$ cat config.mk
export PLATFORM = sky130hd
export DESIGN_NAME = tws_lut_control
export DESIGN_NICKNAME = d
export VERILOG_FILES = /design/src/core/tws_pkg.sv /design/src/core/tws_guard_timer.sv /design/src/core/tws_lut_control.sv /design/src/core/tws_sat_adjust.sv
export SDC_FILE = /design/constraint.sdc
export NUM_CORES = 1
export LEC_CHECK = 0
export BUFFER_PORTS_ARGS = -buffer_cell sky130_fd_sc_hd__buf_2
export CAP_MARGIN = 20
export CORE_MARGIN = 1
export CORE_UTILIZATION = 25
export CTS_CLUSTER_DIAMETER = 50
export CTS_CLUSTER_SIZE = 16
export DETAILED_ROUTE_END_ITERATION = 10
export HOLD_SLACK_MARGIN = 0.05
export SYNTH_ARGS = -nofsm -noshare
export SYNTH_HDL_FRONTEND = slang
export SYNTH_SLANG_ARGS = --single-unit
$ cat constraint.sdc
create_clock -name clk -period 13.3 [get_ports clk]
set_clock_uncertainty 0.05 [all_clocks]
set_input_delay 1.33 -clock clk [delete_from_list [all_inputs] [get_ports clk]]
set_output_delay 1.33 -clock clk [all_outputs]
set_load 0.01 [all_outputs]
$ cat src/core/tws_pkg.sv
// Constants, register map and carrier types for the transmitter wave-shaping block.
// Assumes a 10 MHz system clock and one APB slave per block instance.
// Function
// - Gear steps up or down when gain leaves threshold window; at most 15 gears.
// - Fast guard starts after receive end, transmit end and each gear change made with field-on clear.
// - Frame-detect guard starts on frame start; regulation waits until reception begins.
// - Guard settings count 20 MHz periods; field-on guard follows gear change.
// - Only the programmed entry count of table entries is examined.
// - Bits 28 to 16 mask protocols; entry applies when active protocol bit set.
// - Mask bit order: mode3, vicinity 100/10, F 424/212, B and A rates.
// - Bits 3 to 0 give the gear; entry used only for current gear.
// - Residual, rising and falling adjustments are sign plus 3-bit magnitude.
// - Each gear change starts a table search.
// - Each protocol load starts a table search.
// - Matching entries add to or subtract from the shaping fields.
// - Adjustments are relative to the current shaping value set by protocol load.
// - Rising gears accumulate successive adjustments.
// - Table fetched from consecutive memory bytes, least significant byte first.
// - Shaping follows the active gear automatically.
package tws_pkg;

   // Timing: guard counts are in 20 MHz periods, the clock runs at 10 MHz.
   localparam int          CLK_PERIOD_NS  = 100;
   localparam int          GUARD_TICK_NS  = 50;
   localparam logic [15:0] GUARD_STEP     = 16'(CLK_PERIOD_NS / GUARD_TICK_NS);

   // Register indexes; the byte address is four times the index.
   localparam logic [23:0] IDX_FAST_GUARD = 24'h20132E;
   localparam logic [23:0] IDX_FRAME_GRD  = 24'h201330;
   localparam logic [23:0] IDX_FIELD_GRD  = 24'h201332;
   localparam logic [23:0] IDX_ENTRY_CNT  = 24'h2013A8;
   localparam logic [23:0] IDX_CTRL       = 24'h201400;
   localparam logic [23:0] IDX_GEAR_CFG   = 24'h201401;
   localparam logic [23:0] IDX_PROT_LOAD  = 24'h201402;
   localparam logic [23:0] IDX_SHAPE      = 24'h201403;
   localparam logic [23:0] IDX_STATUS     = 24'h201404;

   // Reset values.
   localparam logic [15:0] RST_GUARD      = 16'h07D0;
   localparam logic [7:0]  RST_ENTRY_CNT  = 8'h00;
   localparam logic [7:0]  RST_THR_HI     = 8'hFF;
   localparam logic [7:0]  RST_THR_LO     = 8'h00;
   localparam logic [3:0]  RST_GEAR       = 4'h1;

   // Gear and table layout.
   localparam logic [3:0]  GEAR_MIN       = 4'h1;
   localparam logic [3:0]  MAX_GEARS      = 4'hF;
   localparam logic [23:0] TABLE_BASE     = 24'h201368;
   localparam logic [4:0]  TABLE_WORDS    = 5'h10;
   localparam int          GEAR_LSB       = 0;
   localparam int          FALL_LSB       = 4;
   localparam int          RISE_LSB       = 8;
   localparam int          RES_LSB        = 12;
   localparam int          MASK_LSB       = 16;
   localparam int          RFU_LSB        = 29;
   localparam int          THR_LO_LSB     = 0;
   localparam int          THR_HI_LSB     = 8;
   localparam int          MAXG_LSB       = 16;

   // Analogue shaping fields, each unsigned.
   typedef struct packed {
      logic [3:0] residual;
      logic [3:0] rising;
      logic [3:0] falling;
   } tws_shape_s;

   // Byte read request towards the nonvolatile store.
   typedef struct packed {
      logic        req;
      logic [23:0] addr;
   } tws_nvm_req_s;

   // Receive path events, one-cycle pulses.
   typedef struct packed {
      logic rxEnd;
      logic txEnd;
      logic sofDetect;
      logic rxStart;
   } tws_evt_s;

   function automatic logic [31:0] tws_byte_addr(input logic [23:0] idx);
      return {6'h00, idx, 2'h0};
   endfunction : tws_byte_addr

endpackage : tws_pkg

$ cat src/core/tws_guard_timer.sv
// Down-counting guard interval timer loaded with a count of 20 MHz periods.
// Assumes a synchronous reset copy and the 10 MHz clock.
`timescale 1ns/1ps
`default_nettype none
module tws_guard_timer
   import tws_pkg::*;
(
   // Clock and reset.
   input  wire logic        clk,
   input  wire logic        rstSync_b,
   // Load and state.
   input  wire logic        load,
   input  wire logic [15:0] loadVal,
   output logic             active
);
   logic [15:0] cnt_q;

   // Each clock consumes two 20 MHz periods, so 2000 lasts 1000 clocks.
   always_ff @(posedge clk or negedge rstSync_b) begin
      if (!rstSync_b) begin
         cnt_q <= 16'h0000;
      end else if (load) begin
         cnt_q <= loadVal;
      end else if (cnt_q > GUARD_STEP) begin
         cnt_q <= cnt_q - GUARD_STEP;
      end else begin
         cnt_q <= 16'h0000;
      end
   end

   assign active = (cnt_q != 16'h0000);
endmodule : tws_guard_timer
`default_nettype wire

$ cat src/core/tws_lut_control.sv
// Gear regulation, guard timers and shaping-table search for the transmitter.
// Assumes APB from software, a byte-wide table store and event pulses on clk.
`timescale 1ns/1ps
`default_nettype none
module tws_lut_control
   import tws_pkg::*;
(
   // Clock and reset.
   input  wire logic                clk,
   input  wire logic                rst_b,
   // APB slave.
   input  wire logic                psel,
   input  wire logic                penable,
   input  wire logic                pwrite,
   input  wire logic [31:0]         paddr,
   input  wire logic [31:0]         pwdata,
   output logic                     pready,
   output logic                     pslverr,
   output logic [31:0]              prdata,
   // Receive path events and gain measurement.
   input  wire tws_pkg::tws_evt_s   evt,
   input  wire logic                measStrobe,
   input  wire logic [7:0]          gainValue,
   // Table store byte port.
   output tws_pkg::tws_nvm_req_s    nvm,
   input  wire logic                nvmValid,
   input  wire logic [7:0]          nvmData,
   // Analogue side.
   output tws_pkg::tws_shape_s      txShape,
   output logic [3:0]               gear,
   output logic                     regBlocked
);
   import tws_pkg::*;

   typedef enum logic [1:0] {S_IDLE, S_FETCH, S_CHECK} tws_state_e;

   logic            rstMeta_b;
   logic            rstSync_b;
   logic [15:0]     fastGuard_q;
   logic [15:0]     frameGuard_q;
   logic [15:0]     fieldGuard_q;
   logic [7:0]      entryCnt_q;
   logic            regEnable_q;
   logic            fieldOn_q;
   logic [7:0]      thrHi_q;
   logic [7:0]      thrLo_q;
   logic [3:0]      maxGear_q;
   logic [3:0]      protocol_q;
   tws_shape_s      shape_q;
   tws_shape_s      shapeAdj;
   logic [3:0]      gear_q;
   logic            waitRx_q;
   logic            pending_q;
   tws_state_e      state_q;
   logic [4:0]      idx_q;
   logic [1:0]      byteCnt_q;
   logic [23:0]     addr_q;
   logic [31:0]     word_q;
   logic [31:0]     rdData_q;
   logic            hit_q;
   logic            fastAct;
   logic            frameAct;
   logic            fieldAct;
   logic            wrEn;
   logic            gearUp;
   logic            gearDown;
   logic            gearChange;
   logic            protLoad;
   logic            shapeWr;
   logic            match;
   logic            pastGear;
   logic            lastEntry;
   logic [4:0]      limit;
   logic [31:0]     rdMux;
   logic            rdHit;

   // Reset is asserted at once but released through two flops.
   always_ff @(posedge clk or negedge rst_b) begin
      if (!rst_b) begin
         rstMeta_b <= 1'b0;
         rstSync_b <= 1'b0;
      end else begin
         rstMeta_b <= 1'b1;
         rstSync_b <= rstMeta_b;
      end
   end

   // Writes land at the access edge; reads are sampled in setup.
   assign wrEn     = psel && penable && pwrite;
   assign protLoad = wrEn && (paddr == tws_byte_addr(IDX_PROT_LOAD));
   assign shapeWr  = wrEn && (paddr == tws_byte_addr(IDX_SHAPE));

   // Read decode; unmapped addresses answer with an error and zero data.
   always_comb begin
      rdHit = 1'b1;
      rdMux = 32'h0000_0000;
      unique case (paddr)
         tws_byte_addr(IDX_FAST_GUARD): rdMux = {16'h0000, fastGuard_q};
         tws_byte_addr(IDX_FRAME_GRD):  rdMux = {16'h0000, frameGuard_q};
         tws_byte_addr(IDX_FIELD_GRD):  rdMux = {16'h0000, fieldGuard_q};
         tws_byte_addr(IDX_ENTRY_CNT):  rdMux = {24'h000000, entryCnt_q};
         tws_byte_addr(IDX_CTRL):       rdMux = {30'h0, fieldOn_q, regEnable_q};
         tws_byte_addr(IDX_GEAR_CFG):   rdMux = {12'h000, maxGear_q, thrHi_q, thrLo_q};
         tws_byte_addr(IDX_PROT_LOAD):  rdMux = {28'h0000000, protocol_q};
         tws_byte_addr(IDX_SHAPE):      rdMux = {20'h00000, shape_q};
         tws_byte_addr(IDX_STATUS):     rdMux = {18'h00000, pending_q, state_q != S_IDLE,
                                                 waitRx_q, fieldAct, frameAct, fastAct,
                                                 protocol_q, gear_q};
         default:                       rdHit = 1'b0;
      endcase
   end

   // Read data and decode hit are held for the access phase.
   always_ff @(posedge clk or negedge rstSync_b) begin
      if (!rstSync_b) begin
         rdData_q <= 32'h0000_0000;
         hit_q    <= 1'b0;
      end else if (psel && !penable) begin
         rdData_q <= rdMux;
         hit_q    <= rdHit;
      end
   end

   assign pready  = penable;
   assign pslverr = psel && penable && !hit_q;
   assign prdata  = rdData_q;

   // Software-written configuration registers.
   always_ff @(posedge clk or negedge rstSync_b) begin
      if (!rstSync_b) begin
         fastGuard_q  <= RST_GUARD;
         frameGuard_q <= RST_GUARD;
         fieldGuard_q <= RST_GUARD;
         entryCnt_q   <= RST_ENTRY_CNT;
         regEnable_q  <= 1'b0;
         fieldOn_q    <= 1'b0;
         thrHi_q      <= RST_THR_HI;
         thrLo_q      <= RST_THR_LO;
         maxGear_q    <= MAX_GEARS;
         protocol_q   <= 4'h0;
      end else if (wrEn) begin
         unique case (paddr)
            tws_byte_addr(IDX_FAST_GUARD): fastGuard_q  <= pwdata[15:0];
            tws_byte_addr(IDX_FRAME_GRD):  frameGuard_q <= pwdata[15:0];
            tws_byte_addr(IDX_FIELD_GRD):  fieldGuard_q <= pwdata[15:0];
            tws_byte_addr(IDX_ENTRY_CNT):  entryCnt_q   <= pwdata[7:0];
            tws_byte_addr(IDX_CTRL): begin
               regEnable_q <= pwdata[0];
               fieldOn_q   <= pwdata[1];
            end
            tws_byte_addr(IDX_GEAR_CFG): begin
               thrLo_q   <= pwdata[THR_LO_LSB +: 8];
               thrHi_q   <= pwdata[THR_HI_LSB +: 8];
               maxGear_q <= pwdata[MAXG_LSB +: 4];
            end
            tws_byte_addr(IDX_PROT_LOAD):  protocol_q <= pwdata[3:0];
            default: ;
         endcase
      end
   end

   // Regulation may only move the gear outside every guard interval.
   assign regBlocked = fastAct || frameAct || fieldAct || waitRx_q;
   assign gearUp     = measStrobe && regEnable_q && !regBlocked &&
                       (gainValue > thrHi_q) && (gear_q < maxGear_q);
   assign gearDown   = measStrobe && regEnable_q && !regBlocked &&
                       (gainValue < thrLo_q) && (gear_q > GEAR_MIN);
   assign gearChange = gearUp || gearDown;

   // Active gear, one step per measurement.
   always_ff @(posedge clk or negedge rstSync_b) begin
      if (!rstSync_b) begin
         gear_q <= RST_GEAR;
      end else if (gearUp) begin
         gear_q <= gear_q + 4'h1;
      end else if (gearDown) begin
         gear_q <= gear_q - 4'h1;
      end
   end

   // Frame start holds regulation off until reception begins; a new frame start wins.
   always_ff @(posedge clk or negedge rstSync_b) begin
      if (!rstSync_b) begin
         waitRx_q <= 1'b0;
      end else if (evt.sofDetect) begin
         waitRx_q <= 1'b1;
      end else if (evt.rxStart) begin
         waitRx_q <= 1'b0;
      end
   end

   // Field-on gear switches use their own guard instead of the fast one.
   tws_guard_timer u_fastGuard (
      .clk       (clk),
      .rstSync_b (rstSync_b),
      .load      (evt.rxEnd || evt.txEnd || (gearChange && !fieldOn_q)),
      .loadVal   (fastGuard_q),
      .active    (fastAct)
   );

   tws_guard_timer u_frameGuard (
      .clk       (clk),
      .rstSync_b (rstSync_b),
      .load      (evt.sofDetect),
      .loadVal   (frameGuard_q),
      .active    (frameAct)
   );

   tws_guard_timer u_fieldGuard (
      .clk       (clk),
      .rstSync_b (rstSync_b),
      .load      (gearChange && fieldOn_q),
      .loadVal   (fieldGuard_q),
      .active    (fieldAct)
   );

   // A trigger during a search queues one rerun; a new trigger beats the start.
   always_ff @(posedge clk or negedge rstSync_b) begin
      if (!rstSync_b) begin
         pending_q <= 1'b0;
      end else if (gearChange || protLoad) begin
         pending_q <= 1'b1;
      end else if (state_q == S_IDLE) begin
         pending_q <= 1'b0;
      end
   end

   // Entry decode; the table capacity caps whatever count software set.
   assign limit     = (entryCnt_q > {3'h0, TABLE_WORDS}) ? TABLE_WORDS : entryCnt_q[4:0];
   assign match     = (word_q[31:RFU_LSB] == 3'h0) &&
                      word_q[MASK_LSB + protocol_q] &&
                      (word_q[GEAR_LSB +: 4] == gear_q);
   assign pastGear  = word_q[GEAR_LSB +: 4] > gear_q;
   assign lastEntry = (idx_q + 5'h01 >= limit) || pastGear;

   // Search walk: four bytes per entry, then one decision cycle.
   always_ff @(posedge clk or negedge rstSync_b) begin
      if (!rstSync_b) begin
         state_q   <= S_IDLE;
         idx_q     <= 5'h00;
         byteCnt_q <= 2'h0;
         addr_q    <= TABLE_BASE;
         word_q    <= 32'h0000_0000;
      end else begin
         unique case (state_q)
            S_IDLE: begin
               if (pending_q && limit != 5'h00) begin
                  state_q   <= S_FETCH;
                  idx_q     <= 5'h00;
                  byteCnt_q <= 2'h0;
                  addr_q    <= TABLE_BASE;
               end
            end
            S_FETCH: begin
               if (nvmValid) begin
                  word_q    <= {nvmData, word_q[31:8]};
                  addr_q    <= addr_q + 24'h000001;
                  byteCnt_q <= byteCnt_q + 2'h1;
                  if (byteCnt_q == 2'h3) begin
                     state_q <= S_CHECK;
                  end
               end
            end
            S_CHECK: begin
               if (lastEntry) begin
                  state_q <= S_IDLE;
               end else begin
                  state_q <= S_FETCH;
                  idx_q   <= idx_q + 5'h01;
               end
            end
         endcase
      end
   end

   assign nvm.req  = (state_q == S_FETCH);
   assign nvm.addr = addr_q;

   // Each field moves relative to its present value.
   tws_sat_adjust u_adjRes (
      .field  (shape_q.residual),
      .adj    (word_q[RES_LSB +: 4]),
      .result (shapeAdj.residual)
   );

   tws_sat_adjust u_adjRise (
      .field  (shape_q.rising),
      .adj    (word_q[RISE_LSB +: 4]),
      .result (shapeAdj.rising)
   );

   tws_sat_adjust u_adjFall (
      .field  (shape_q.falling),
      .adj    (word_q[FALL_LSB +: 4]),
      .result (shapeAdj.falling)
   );

   // Software sets the base at protocol load; matches then stack on it.
   always_ff @(posedge clk or negedge rstSync_b) begin
      if (!rstSync_b) begin
         shape_q <= '0;
      end else if (shapeWr) begin
         shape_q <= pwdata[11:0];
      end else if (state_q == S_CHECK && match) begin
         shape_q <= shapeAdj;
      end
   end

   assign txShape = shape_q;
   assign gear    = gear_q;
endmodule : tws_lut_control
`default_nettype wire

$ cat src/core/tws_sat_adjust.sv
// Applies one sign-magnitude adjustment to an unsigned 4-bit shaping field.
// Purely combinational; the caller registers the result.
`timescale 1ns/1ps
`default_nettype none
module tws_sat_adjust (
   // Field and adjustment.
   input  wire logic [3:0] field,
   input  wire logic [3:0] adj,
   output logic [3:0]      result
);
   logic [4:0] wide;
   logic [4:0] mag;

   // Clip rather than wrap, so a large step never flips to the far end.
   always_comb begin
      mag  = {2'b00, adj[2:0]};
      wide = 5'h00;
      if (adj[3]) begin
         wide   = {1'b0, field} - mag;
         result = ({1'b0, field} < mag) ? 4'h0 : wide[3:0];
      end else begin
         wide   = {1'b0, field} + mag;
         result = wide[4] ? 4'hF : wide[3:0];
      end
   end
endmodule : tws_sat_adjust
`default_nettype wire

# Yosys cells after proc, flatten, opt, wreduce, memory -nomap -nowiden
# Index checks and enable logic that the tools add are counted.
# classes
n_addsub	15
n_lt_le_gt_ge	14
eq_ne	17
muxes	42
n_reduce_logical	55
# ops
op	count
32-bit by 24-bit == test with 1-bit output, second input constant	9
20-bit case mux with 9 select lines	1
16-bit 2-to-1 mux	6
16-bit by 2-bit > comparator with 1-bit output, second input constant	3
24-bit 2-to-1 mux	2
24-bit case mux with 2 select lines	1
16-bit nonzero test	3
16-bit by 2-bit subtractor with 16-bit output, second input constant	3
4-bit 2-to-1 mux	11
24-bit by 1-bit adder with 24-bit output, second input constant	1
12-bit 2-to-1 mux	2
1-bit logical AND	18
2-bit AND reduction	8
4-bit by 3-bit adder with 5-bit output	3
5-bit 2-to-1 mux	3
2-bit nonzero test	7
4-bit by 3-bit < comparator with 1-bit output	3
4-bit by 3-bit subtractor with 4-bit output	3
2-bit 2-to-1 mux	5
5-bit case mux with 2 select lines	1
3-bit AND reduction	3
9-bit OR reduction	1
8-bit by 5-bit > comparator with 1-bit output, second input constant	1
8-bit > comparator	1
25 further kinds	44
# word_totals
reg_bits	248
output_inout_bits	76
wordCells	171

# Longest topological paths before layout
# Gate-level depths: netlist of the first run.
# logic_depth
word_depth	12
ltp_mapped	9

# Modules after synthesis
# From an unflattened synthesis of the first run, not the netlist that was laid out.
# unflattened
cells_unflattened	1303
area_unflattened_um2	13535.5
# by_module_without_submodules
mod	instances	cells_per_inst	area_each_um2	seq_area_each_um2
tws_lut_control	1	889	9733.1	4752.1
tws_guard_timer	3	95	959.7	400.4
tws_sat_adjust	3	43	307.8	0.0

# Worst setup path before layout of the first run
# No wires, ideal clock.
# synth_timing
kind	input port to flip-flop
startpoint	input port paddr[26]
endpoint	register frameGuard_q[15]
arrival_time_ns	3.156
setup_slack_ns	9.966
stages	7
path_buffers	3
cell_sequence	or4_1 -> clkbuf_1 -> nor4_1 -> buf_2 -> nand3_4 -> buf_4 -> mux2_1
# synth_via
elab_chain_cells	2
# synth_rtl
element	line	source
start, declared	tws_lut_control.sv:15	input wire logic [31:0] paddr,
32-bit by 24-bit == test with 1-bit output	tws_lut_control.sv:142	unique case (paddr)
2-bit AND reduction (no line)	--	
end signal, assigned	tws_lut_control.sv:144	tws_byte_addr(IDX_FRAME_GRD): frameGuard_q <= pwdata[15:0];
end, declared	tws_lut_control.sv:40	logic [15:0] frameGuard_q;
# Every way passes these cells.
# A chain may end at the register's enable or synchronous reset.

# Final worst setup path of the first run
# layout_timing
startpoint	register u_fieldGuard.cnt_q[10]
endpoint	output port regBlocked
# layout_via
elab_chain_cells	3
# layout_rtl
element	line	source
start, declared	tws_guard_timer.sv:16	logic [15:0] cnt_q;
start signal, assigned	tws_guard_timer.sv:23	cnt_q <= loadVal;
start signal, assigned	tws_guard_timer.sv:25	cnt_q <= cnt_q - GUARD_STEP;
16-bit nonzero test	tws_guard_timer.sv:31	assign active = (cnt_q != 16'h0000);
1-bit logical OR (2 in a row)	tws_lut_control.sv:163	assign regBlocked = fastAct || frameAct || fieldAct || waitRx_q;
end, declared	tws_lut_control.sv:31	output logic regBlocked
# Every way passes these cells.

==> results, run 1 <==
- IR analysis of the VDD net gives a maximum drop of ~0.093 mV.
- For this run, the post-layout net count is 1635.
- The data arrival time of the critical path is between 2 and 3 ns.
- The share of the Yosys chip area taken by registers is 45.1%.
- In this run the cell area of the synthesized design comes to between 0.01 and 0.015 mm².
- The number of flip-flops and latches in the synthesized netlist is between 200 and 250.
- Setup slack on the critical path of the routed design comes to just over 9 ns.
- After layout, the minimum clock period comes to approximately 4.2 ns.
- In this run, the clock network consumes about two fifths of the power.
- Cells fill between 30 and 40% of the core in the end.
- The end of the worst register-to-register path is u_fieldGuard.cnt_q[4].
- The setup slack after placement is just under 9 ns.
- The power consumption is ~2200 µW.
- The worst setup path is of the flop to output pin kind.
- The number of flops mapped to enable cells by yosys is 0.
- The post-cts resize count is 0.
- Once the clock tree was built, the setup fixing pass inserted 0 buffers.
- The average size of a mapped cell is ~10 µm².
- Dividing the detail-routed wire length by the instance count gives 18.2 µm.
- After detailed routing, the met3 layer carries about 2500 µm of wire.
- The run finished with clean final reports.
- The clock tree from TritonCTS is done.
- The share of post-route cells with drive strength above 1 is 24.6%.
- Walking the worst path, the cells encountered are nor4_1 -> nand4b_1 -> nor4_2 -> nand2_1 -> buf_2.
- The internal power consumption is 1480 µW.
- The final layout contains routed wiring with a total length of approximately 40000 µm.
- The slew at the pin with the worst max-slew slack is ~1.1 ns.
- The biggest fanout along the worst timing path is 6.
- The H-tree depth reported by CTS is 1.
- The die span in x is 232 µm.
- The number of pins exceeding their max-slew limit in the final report is 0.
- The first global-routing pass estimated between 60000 and 70000 µm of wire.
- The count of port buffers added during placement is 142.
- The total grt overflow is 0.
- For the worst-skew pair, the clock arrives at the later sink with an insertion delay of about 0.6 ns.
- In the synthesized netlist, the number of instances is approximately 1.4k.
- After the first detailed-routing iteration, the DRC count stood at around 750.
- The type of the tightest min-delay check is flop to async pin.
- The total leakage power is ~0.0071 µW.
- The area added between synthesis and finish is 19.1%.
- The number of hold buffers added after CTS was 0.
- The Yosys step of the flow raised 0 warnings.
- Summing over every cut layer, the via total after detailed routing is 10.7k.
- The clock transition at the register clock pins on the worst setup and hold paths after CTS is roughly 0.06 ns.
- For this configuration, the core starts out at a cell density of 25.5%.
- The routed metal-1 wirelength is approximately 17000 µm.
- The final number of hold-violating endpoints is 0.
- The region available for standard cell placement spans ~0.052 mm².
- The via count of the first global-routing pass is approximately 11k.
- In this run, distinct cell masters in the synthesized netlist total 75.
- Combinational logic burns 19.6% of the power.
- The count of standard-cell rows is 83.
- In the layout the commonest cells are 202 x sky130_fd_sc_hd__nand2_1, 197 x sky130_fd_sc_hd__dfrtp_1, 142 x sky130_fd_sc_hd__buf_2.
- Setup repair after global routing left no endpoint under its margin.
- The first detailed-routing pass took 5 iterations.
- The most instantiated flip-flop cell in the synthesis netlist is sky130_fd_sc_hd__dfrtp_1.
- The DRC violations left is 0.
- The fraction of the cycle the final worst path needs is approximately a third.
- The number of cells traversed by the worst register-to-register path is 7.
- The kind of capture point of the worst setup path is an output pin.
- The max-capacitance violation count is 0.
- The analysis attributes to net switching a power of between 600 and 700 µW.
- The topmost layer with routed signal wires is met5.
- For the worst setup path, the data required time is 11.92 ns.
- The fmax is roughly 0.24 GHz.
- In this run the critical register-to-register path is launched from thrHi_q[6].
- For this run, the total global-route usage over all layers was measured as about 15%.
- No sink is reached through more buffers than the 3 on the longest clock path.
- The final estimated routing congestion in global placement is around 0.85.
- The launching element type of the critical path is a flop.
- The portion of total power attributed to sequential cells is 40.7%.
- The layout has around 5.4k filler cells.
- Entering global routing, the biggest net connects 86 pins.
- The sequential cell area is a little under 0.006 mm².
- The count of boundary I/O pins is between 150 and 200.
- For this design the ratio of total power to cell area is between 100 and 150 mW/mm².
- The worst slew margin relative to its limit is about a quarter.
- The register-to-register path setup slack is 10.13 ns.
- The die covers around 0.054 mm².
- The area occupied by multi-input gates is around 0.0067 mm².
- Detailed routing placed a total of between 15000 and 20000 µm of wire on met2.
- Detailed placement finished with a half-perimeter wire length of ~30000 µm.
- The detail route stage leaves a number of antenna-violating nets equal to 0.
- The master of the slowest instance on the critical path is sky130_fd_sc_hd__nor4_2.
- The library cell used most frequently in the layout, excluding fill and tap cells, is sky130_fd_sc_hd__nand2_1.
- Setup violations remaining at the end of the flow were counted as 0.
- For this run, the slowest stage of the critical path takes 0.64 ns.
- The switching power as a share of total power is a little under a third.
- The CTS buffer count is 31.
- The number of antenna violations at the first check in global routing is 5.
- Clock tree synthesis found a total of roughly 240 sinks.
- After routing, the total negative slack on setup checks comes to 0 ns.
- Counting flops with an async set or reset pin after synthesis yields a share of 100%.
- Using the TritonRoute via totals, the vias-per-cell ratio works out to around 4.9.
- The root buffer cell chosen for the clock tree is sky130_fd_sc_hd__clkbuf_16.
- The floorplan step set the die height to ~230 µm.
## cell usage after synthesis, drive strengths merged (11+ instances only)
master	number	share of area, %
inv	69	2.0
nor2	91	2.6
nor2b	21	1.0
nor3	26	0.99
dfrtp	198	38
or4	11	0.68
xnor2	27	1.8
o22ai	16	0.76
mux2i	12	0.91
nand3	41	1.6
nor4	23	1.4
o21ai	85	3.3
ha	54	5.1
clkbuf	40	1.1
a21oi	47	1.8
a22o	18	1.2
dfstp	38	7.6
buf	34	1.6
a211oi	11	0.63
nand4	20	0.95
xor2	35	2.3
nand2	203	5.8
mux2	88	7.5
## sequential cells by signal, summed over array words and instances (netlist names), 2 cells and up
register,flops
idx_q,5
byteCnt_q,2
maxGear_q,4
u_fieldGuard.cnt_q,16
word_q,32
protocol_q,4
thrHi_q,8
prdata,20
addr_q,24
u_fastGuard.cnt_q,16
fieldGuard_q,16
entryCnt_q,8
frameGuard_q,16
state_q,2
u_frameGuard.cnt_q,16
txShape,12
thrLo_q,8
fastGuard_q,16
gear,4
## critical path: cells and delay by family, from the launching register on
| kind | cells | cell delay (ns) |
|---|---|---|
| and+or+nand+nor | 4 | 1.64 |
| DFF | 1 | 0.40 |
| buffers and inverters | 1 | 0.18 |
## logic make-up (layout without fill, tap and decap cells)
logic type	count (synthesis)	after routing	share of synthesized area, %
other	2	16	0.0569
adders and majority gates	60	60	6.03
buffers and inverters	143	287	4.70
AOI/OAI and AO/OA	250	250	12.2
muxes	105	105	9.27
DFF	236	236	45.1
and+or+nand+nor	496	496	18.5
xor gates and xnor gates	62	62	4.12
## power by group through the flow
stage / clock [µW] / combinational, µW / sequential [µW]
after CTS: 882 / 430 / 887
after floorplan: 0 / 309 / 884
after global placement: 0 / 412 / 894
after global routing: 910 / 487 / 901
after detailed placement: 0 / 427 / 899
final: 865 / 428 / 888
## per-stage QoR
stage / area [µm²] / cells / hold slack [ns]
2_1_floorplan: 13200 / 1365 / 0.281
3_3_place_gp: 14600 / 2129 / 0.239
3_5_place_dp: 14600 / 2130 / 0.240
4_1_cts: 15700 / 2188 / 0.248
5_1_grt: 15700 / 2192 / 0.268
6_report: 15700 / 2192 / 0.227
## layout make-up
cell class / instances / area share [%]
diodes: 3 / 0.0478
repair buffers: 160 / 5.51
inverters: 69 / 1.65
well taps: 680 / 5.41
multi-input cells: 986 / 42.6
flip-flops and latches: 236 / 37.9
clock buffers: 37 / 5.33
clock inverters: 21 / 1.51
## worst max path at each step
stage	start	end	slack, ns	cells after the start
finish	u_fieldGuard.cnt_q[10]	regBlocked	9.10	5
global route	u_fieldGuard.cnt_q[10]	regBlocked	8.94	5
CTS	u_fieldGuard.cnt_q[10]	regBlocked	9.08	5
detailed placement	paddr[17]	prdata[15]	8.94	7
global placement	paddr[17]	txShape[4]	9.02	6
floorplan	rstSync_b	addr_q[0]	6.25	0
## layer usage
layer / track usage (%) / vias to the layer above
met1: 18.8 / 5276
met4: 5.22 / 4
li1: - / 5030
met5: 0 / -
met3: 3.01 / 73
met2: 24.6 / 298
(Power assumes the default switching activity.)
==> run 2, diff against run 1 <==
clock period = 4 ns   (was 13.3 ns; I/O delays follow)
==> run 2 against run 1 <==
Compared with the run above:
- via count up 0.73%
- total power rose to 3.4 times the previous value
- hold slack lost 0.15 ns
- clock power grew to 3.4 times the previous value
- critical path type unchanged
- critical path depth unchanged
- sequential power rose to 3.3 times the previous value
- first-iteration DRC count grew 5.9%
- global-route usage rose by 0.10 points
- wire length decreased by 0.67%
- non-clock buffer count grew 20
- cell count up 0.87%
- worst setup slack worse by 8.4 ns
==> results, run 2 (synthesis results as in run 1) <==
- The total clock sinks was 236 (unchanged).
- The portion of total power attributed to sequential cells is 40.2% (-0.5 points).
- The number of cells traversed by the worst register-to-register path came to 10 (+3).
- The sequential cell area was 0.00596 mm² (unchanged).
- The floorplan core area is 0.0517 mm² (unchanged).
- The worst path uses 83.4% of the clock period.
- The source of the worst hold timing path is pwdata[11].
- The final number of hold-violating endpoints is 0 (unchanged).
- The post-placement cell count came to 2134 (+0.19%).
- The switching power as a share of total power is 32.5% (+0.56 points).
- The number of vias after detailed routing is 10.8k (+0.73%).
- The H-tree depth reported by CTS is 1 (unchanged).
- The max-capacitance violation count is 0 (unchanged).
- The number of stages on the worst hold path is 3.
- The biggest fanout along the worst timing path is 6 (unchanged).
- The routed length per instance is 17.9 µm (-1.5%).
- The via count of the first global-routing pass came to 10.9k (+2.3%).
- The share of post-route cells with drive strength above 1 is 24.6% (about the same).
- From synthesis to final layout, the design area changed by 20.9%.
- After layout, the minimum clock period comes to ~3.3 ns.
- The share of total power in the clock network is 40.3% (+0.6 points).
- The global-route wire length before repair was 62100 µm (+0.72%).
- The cell area after placement is 0.0147 mm² (+0.33%).
- The total power divided by cell area is 461 mW/mm² (+230%).
- The launching instance or port of the critical path is u_fieldGuard.cnt_q[10].
- The critical path class is flop to output pin.
- The total grt overflow is 0 (unchanged).
- The area enclosed by the die boundary came to 0.0537 mm² (unchanged).
- The worst slew margin relative to its limit is 29.1% (+3.6 points).
- The worst register-to-register path ends at idx_q[3].
- The die span in x came to 232 µm (unchanged).
- The count of port buffers added during placement is 142 (unchanged).
- The initial core utilization is 25.5% (unchanged).
- The pin count of the biggest net entering global routing was 75 (-13%).
- The slew at the pin with the worst max-slew slack is 1.06 ns (-0.0479 ns).
- The total global routing track utilization is 14.8% (+0.10 points).
- The worst-case hold path end point is txShape[11].
- The final sum of negative setup slack is 0 ns (unchanged).
- The data required time at the worst endpoint was 3.55 ns (-8.37 ns).
- The count of boundary I/O pins is 167 (unchanged).
- The number of antenna violations at the first check in global routing came to 6 (+1).
- Ranked by flip-flop count, first place goes to word_q.
- The post-layout net count is 1655 (+1.2%).
- The library cell used most frequently in the layout, excluding fill and tap cells, is sky130_fd_sc_hd__nand2_1.
- The run finished with clean final reports.
- In the layout the commonest cells are 202 x sky130_fd_sc_hd__nand2_1, 197 x sky130_fd_sc_hd__dfrtp_1, 142 x sky130_fd_sc_hd__buf_2.
- The register-to-register path setup slack came to 0.93 ns (-9.20 ns).
- The post-cts resize count is 0 (unchanged).
- The final estimated routing congestion in global placement is 0.839 (-0.97%).
- The number of flip-flops in the largest register is 32 (unchanged).
- The cell sitting at the root of the clock tree is a sky130_fd_sc_hd__clkbuf_16.
- The half-perimeter wire length of the detailed placement result came to 29900 µm (+0.11%).
- The clock transition at the register clock pins on the worst setup and hold paths after CTS was 0.06 ns (about the same).
- The net switching component of the power came to 2390 µW (+240%).
- The number of post-CTS setup repair buffers is 0 (unchanged).
- The count of standard-cell rows is 83 (unchanged).
- The number of pins exceeding their max-slew limit in the final report is 0 (unchanged).
- The CTS buffer count is 31 (unchanged).
- The internal power consumption is 4960 µW (+230%).
- The number of endpoints failing setup at the final stage came to 0 (unchanged).
- The area occupied by multi-input gates is 0.00669 mm² (about the same).
- The total leakage power is 0.00718 µW (+1.4%).
- The clock tree from TritonCTS is done.
- Setup repair after global routing left no endpoint under its margin.
- The slack of the critical path is 0.665 ns (-8.44 ns).
- The detailed router's first-iteration violation count came to 791 (+5.9%).
- The type of the tightest min-delay check is input pin to flop.
- The worst vdd rail ir drop was 0.356 mV (+280%).
- The count of placed standard cells in the final layout, fillers left out came to 2211 (+0.87%).
- For this run, the top clock speed supported by timing is ~0.3 GHz.
- The clock latency on the worst-skew pair is 0.60 ns (about the same).
- The number of nets with antenna violations after detailed routing was 0 (unchanged).
- The share of power burned in combinational logic is 19.5% (about the same).
- The height of the die is 232 µm (unchanged).
- The number of filler instances in the final layout came to 5427 (+0.48%).
- The post-layout instance area is 0.0159 mm² (+1.5%).
- The total iterations of the first detailed-routing run is 5 (unchanged).
- The detailed-route vias per instance is 4.87 (-0.14%).
- The launch point of the worst reg-to-reg path is entryCnt_q[6].
- STA classifies the critical path endpoint as an output pin.
- The DRC violations left was 0 (unchanged).
- The worst setup path is launched from a flop.
- The maximum number of buffers from clock root to sink is 3 (unchanged).
- The setup slack after placement was 0.807 ns (-8.13 ns).
- The wire length reported by the detailed router is 39700 µm (-0.67%).
- The data arrival time of the critical path is 2.89 ns (+0.07 ns).
## run 2: changes by cell type in the layout (fill, tap and decap cells not counted), moves of 2 or more
cell,previous run,this run
sky130_fd_sc_hd__clkbuf_8,4,0
sky130_fd_sc_hd__clkinv_8,1,5
sky130_fd_sc_hd__clkinv_4,5,1
sky130_fd_sc_hd__inv_6,7,4
sky130_fd_sc_hd__clkinvlp_4,2,5
sky130_fd_sc_hd__buf_4,17,19
sky130_fd_sc_hd__clkbuf_1,2,0
sky130_fd_sc_hd__inv_8,1,5
sky130_fd_sc_hd__dlygate4sd3_1,0,16
sky130_fd_sc_hd__buf_12,0,2
## run 2: layout make-up
| cell class | count | area share (%) |
|---|---|---|
| Multi-Input combinational cell | 986 | 42.0 |
| Sequential cell | 236 | 37.4 |
| Timing Repair Buffer | 180 | 6.68 |
| Tap cell | 680 | 5.33 |
| Clock buffer | 31 | 4.86 |
| Clock inverter | 27 | 2.16 |
| Inverter | 69 | 1.62 |
| Antenna cell | 2 | 0.0314 |
## run 2: layer usage
layer | GRT usage (%) | share of wire (%)
met4 | 5.45 | 3.8
met1 | 18.6 | 42
met3 | 4.19 | 7.7
met2 | 24.1 | 46
met5 | 0 | 0.058
## run 2: power by group through the flow
| stage | Combinational, µW | Sequential (µW) | Clock (µW) |
|---|---|---|---|
| after CTS | 1440 | 2960 | 3030 |
| after global routing | 1640 | 3010 | 3120 |
| after floorplan | 1030 | 2940 | 0 |
| final | 1430 | 2960 | 2960 |
| after detailed placement | 1420 | 3000 | 0 |
| after global placement | 1360 | 2980 | 0 |
## run 2: critical path, stage by stage, from the launching register on
cell	delay [ns]
sky130_fd_sc_hd__dfrtp_1	0.41
sky130_fd_sc_hd__nor4_1	0.48
sky130_fd_sc_hd__nand4b_1	0.47
sky130_fd_sc_hd__nor4_2	0.57
sky130_fd_sc_hd__nand2_1	0.17
sky130_fd_sc_hd__buf_2	0.18
## run 2: how the worst max path moves through the flow
stage / endpoint / cells past startpoint
floorplan: addr_q[0] / 0
global placement: fieldGuard_q[15] / 7
detailed placement: fieldGuard_q[15] / 7
CTS: regBlocked / 5
global route: regBlocked / 5
finish: regBlocked / 5
## run 2: stage by stage
| stage | utilization [%] | hold WS [ns] | power (µW) |
|---|---|---|---|
| floorplan | - | 0.0544 | 3970 |
| global placement | 28.3 | 0.141 | 4340 |
| detailed placement | 28.3 | 0.140 | 4420 |
| CTS | 30.8 | 0.0510 | 7430 |
| global route | 30.8 | 0.0758 | 7770 |
| finish | 30.8 | 0.0786 | 7350 |
## run 2: what timing repair did
item                                   CTS  global route
hold buffers                            16             0
endpoints found under the hold margin   16             0
setup endpoints to repair                0             0
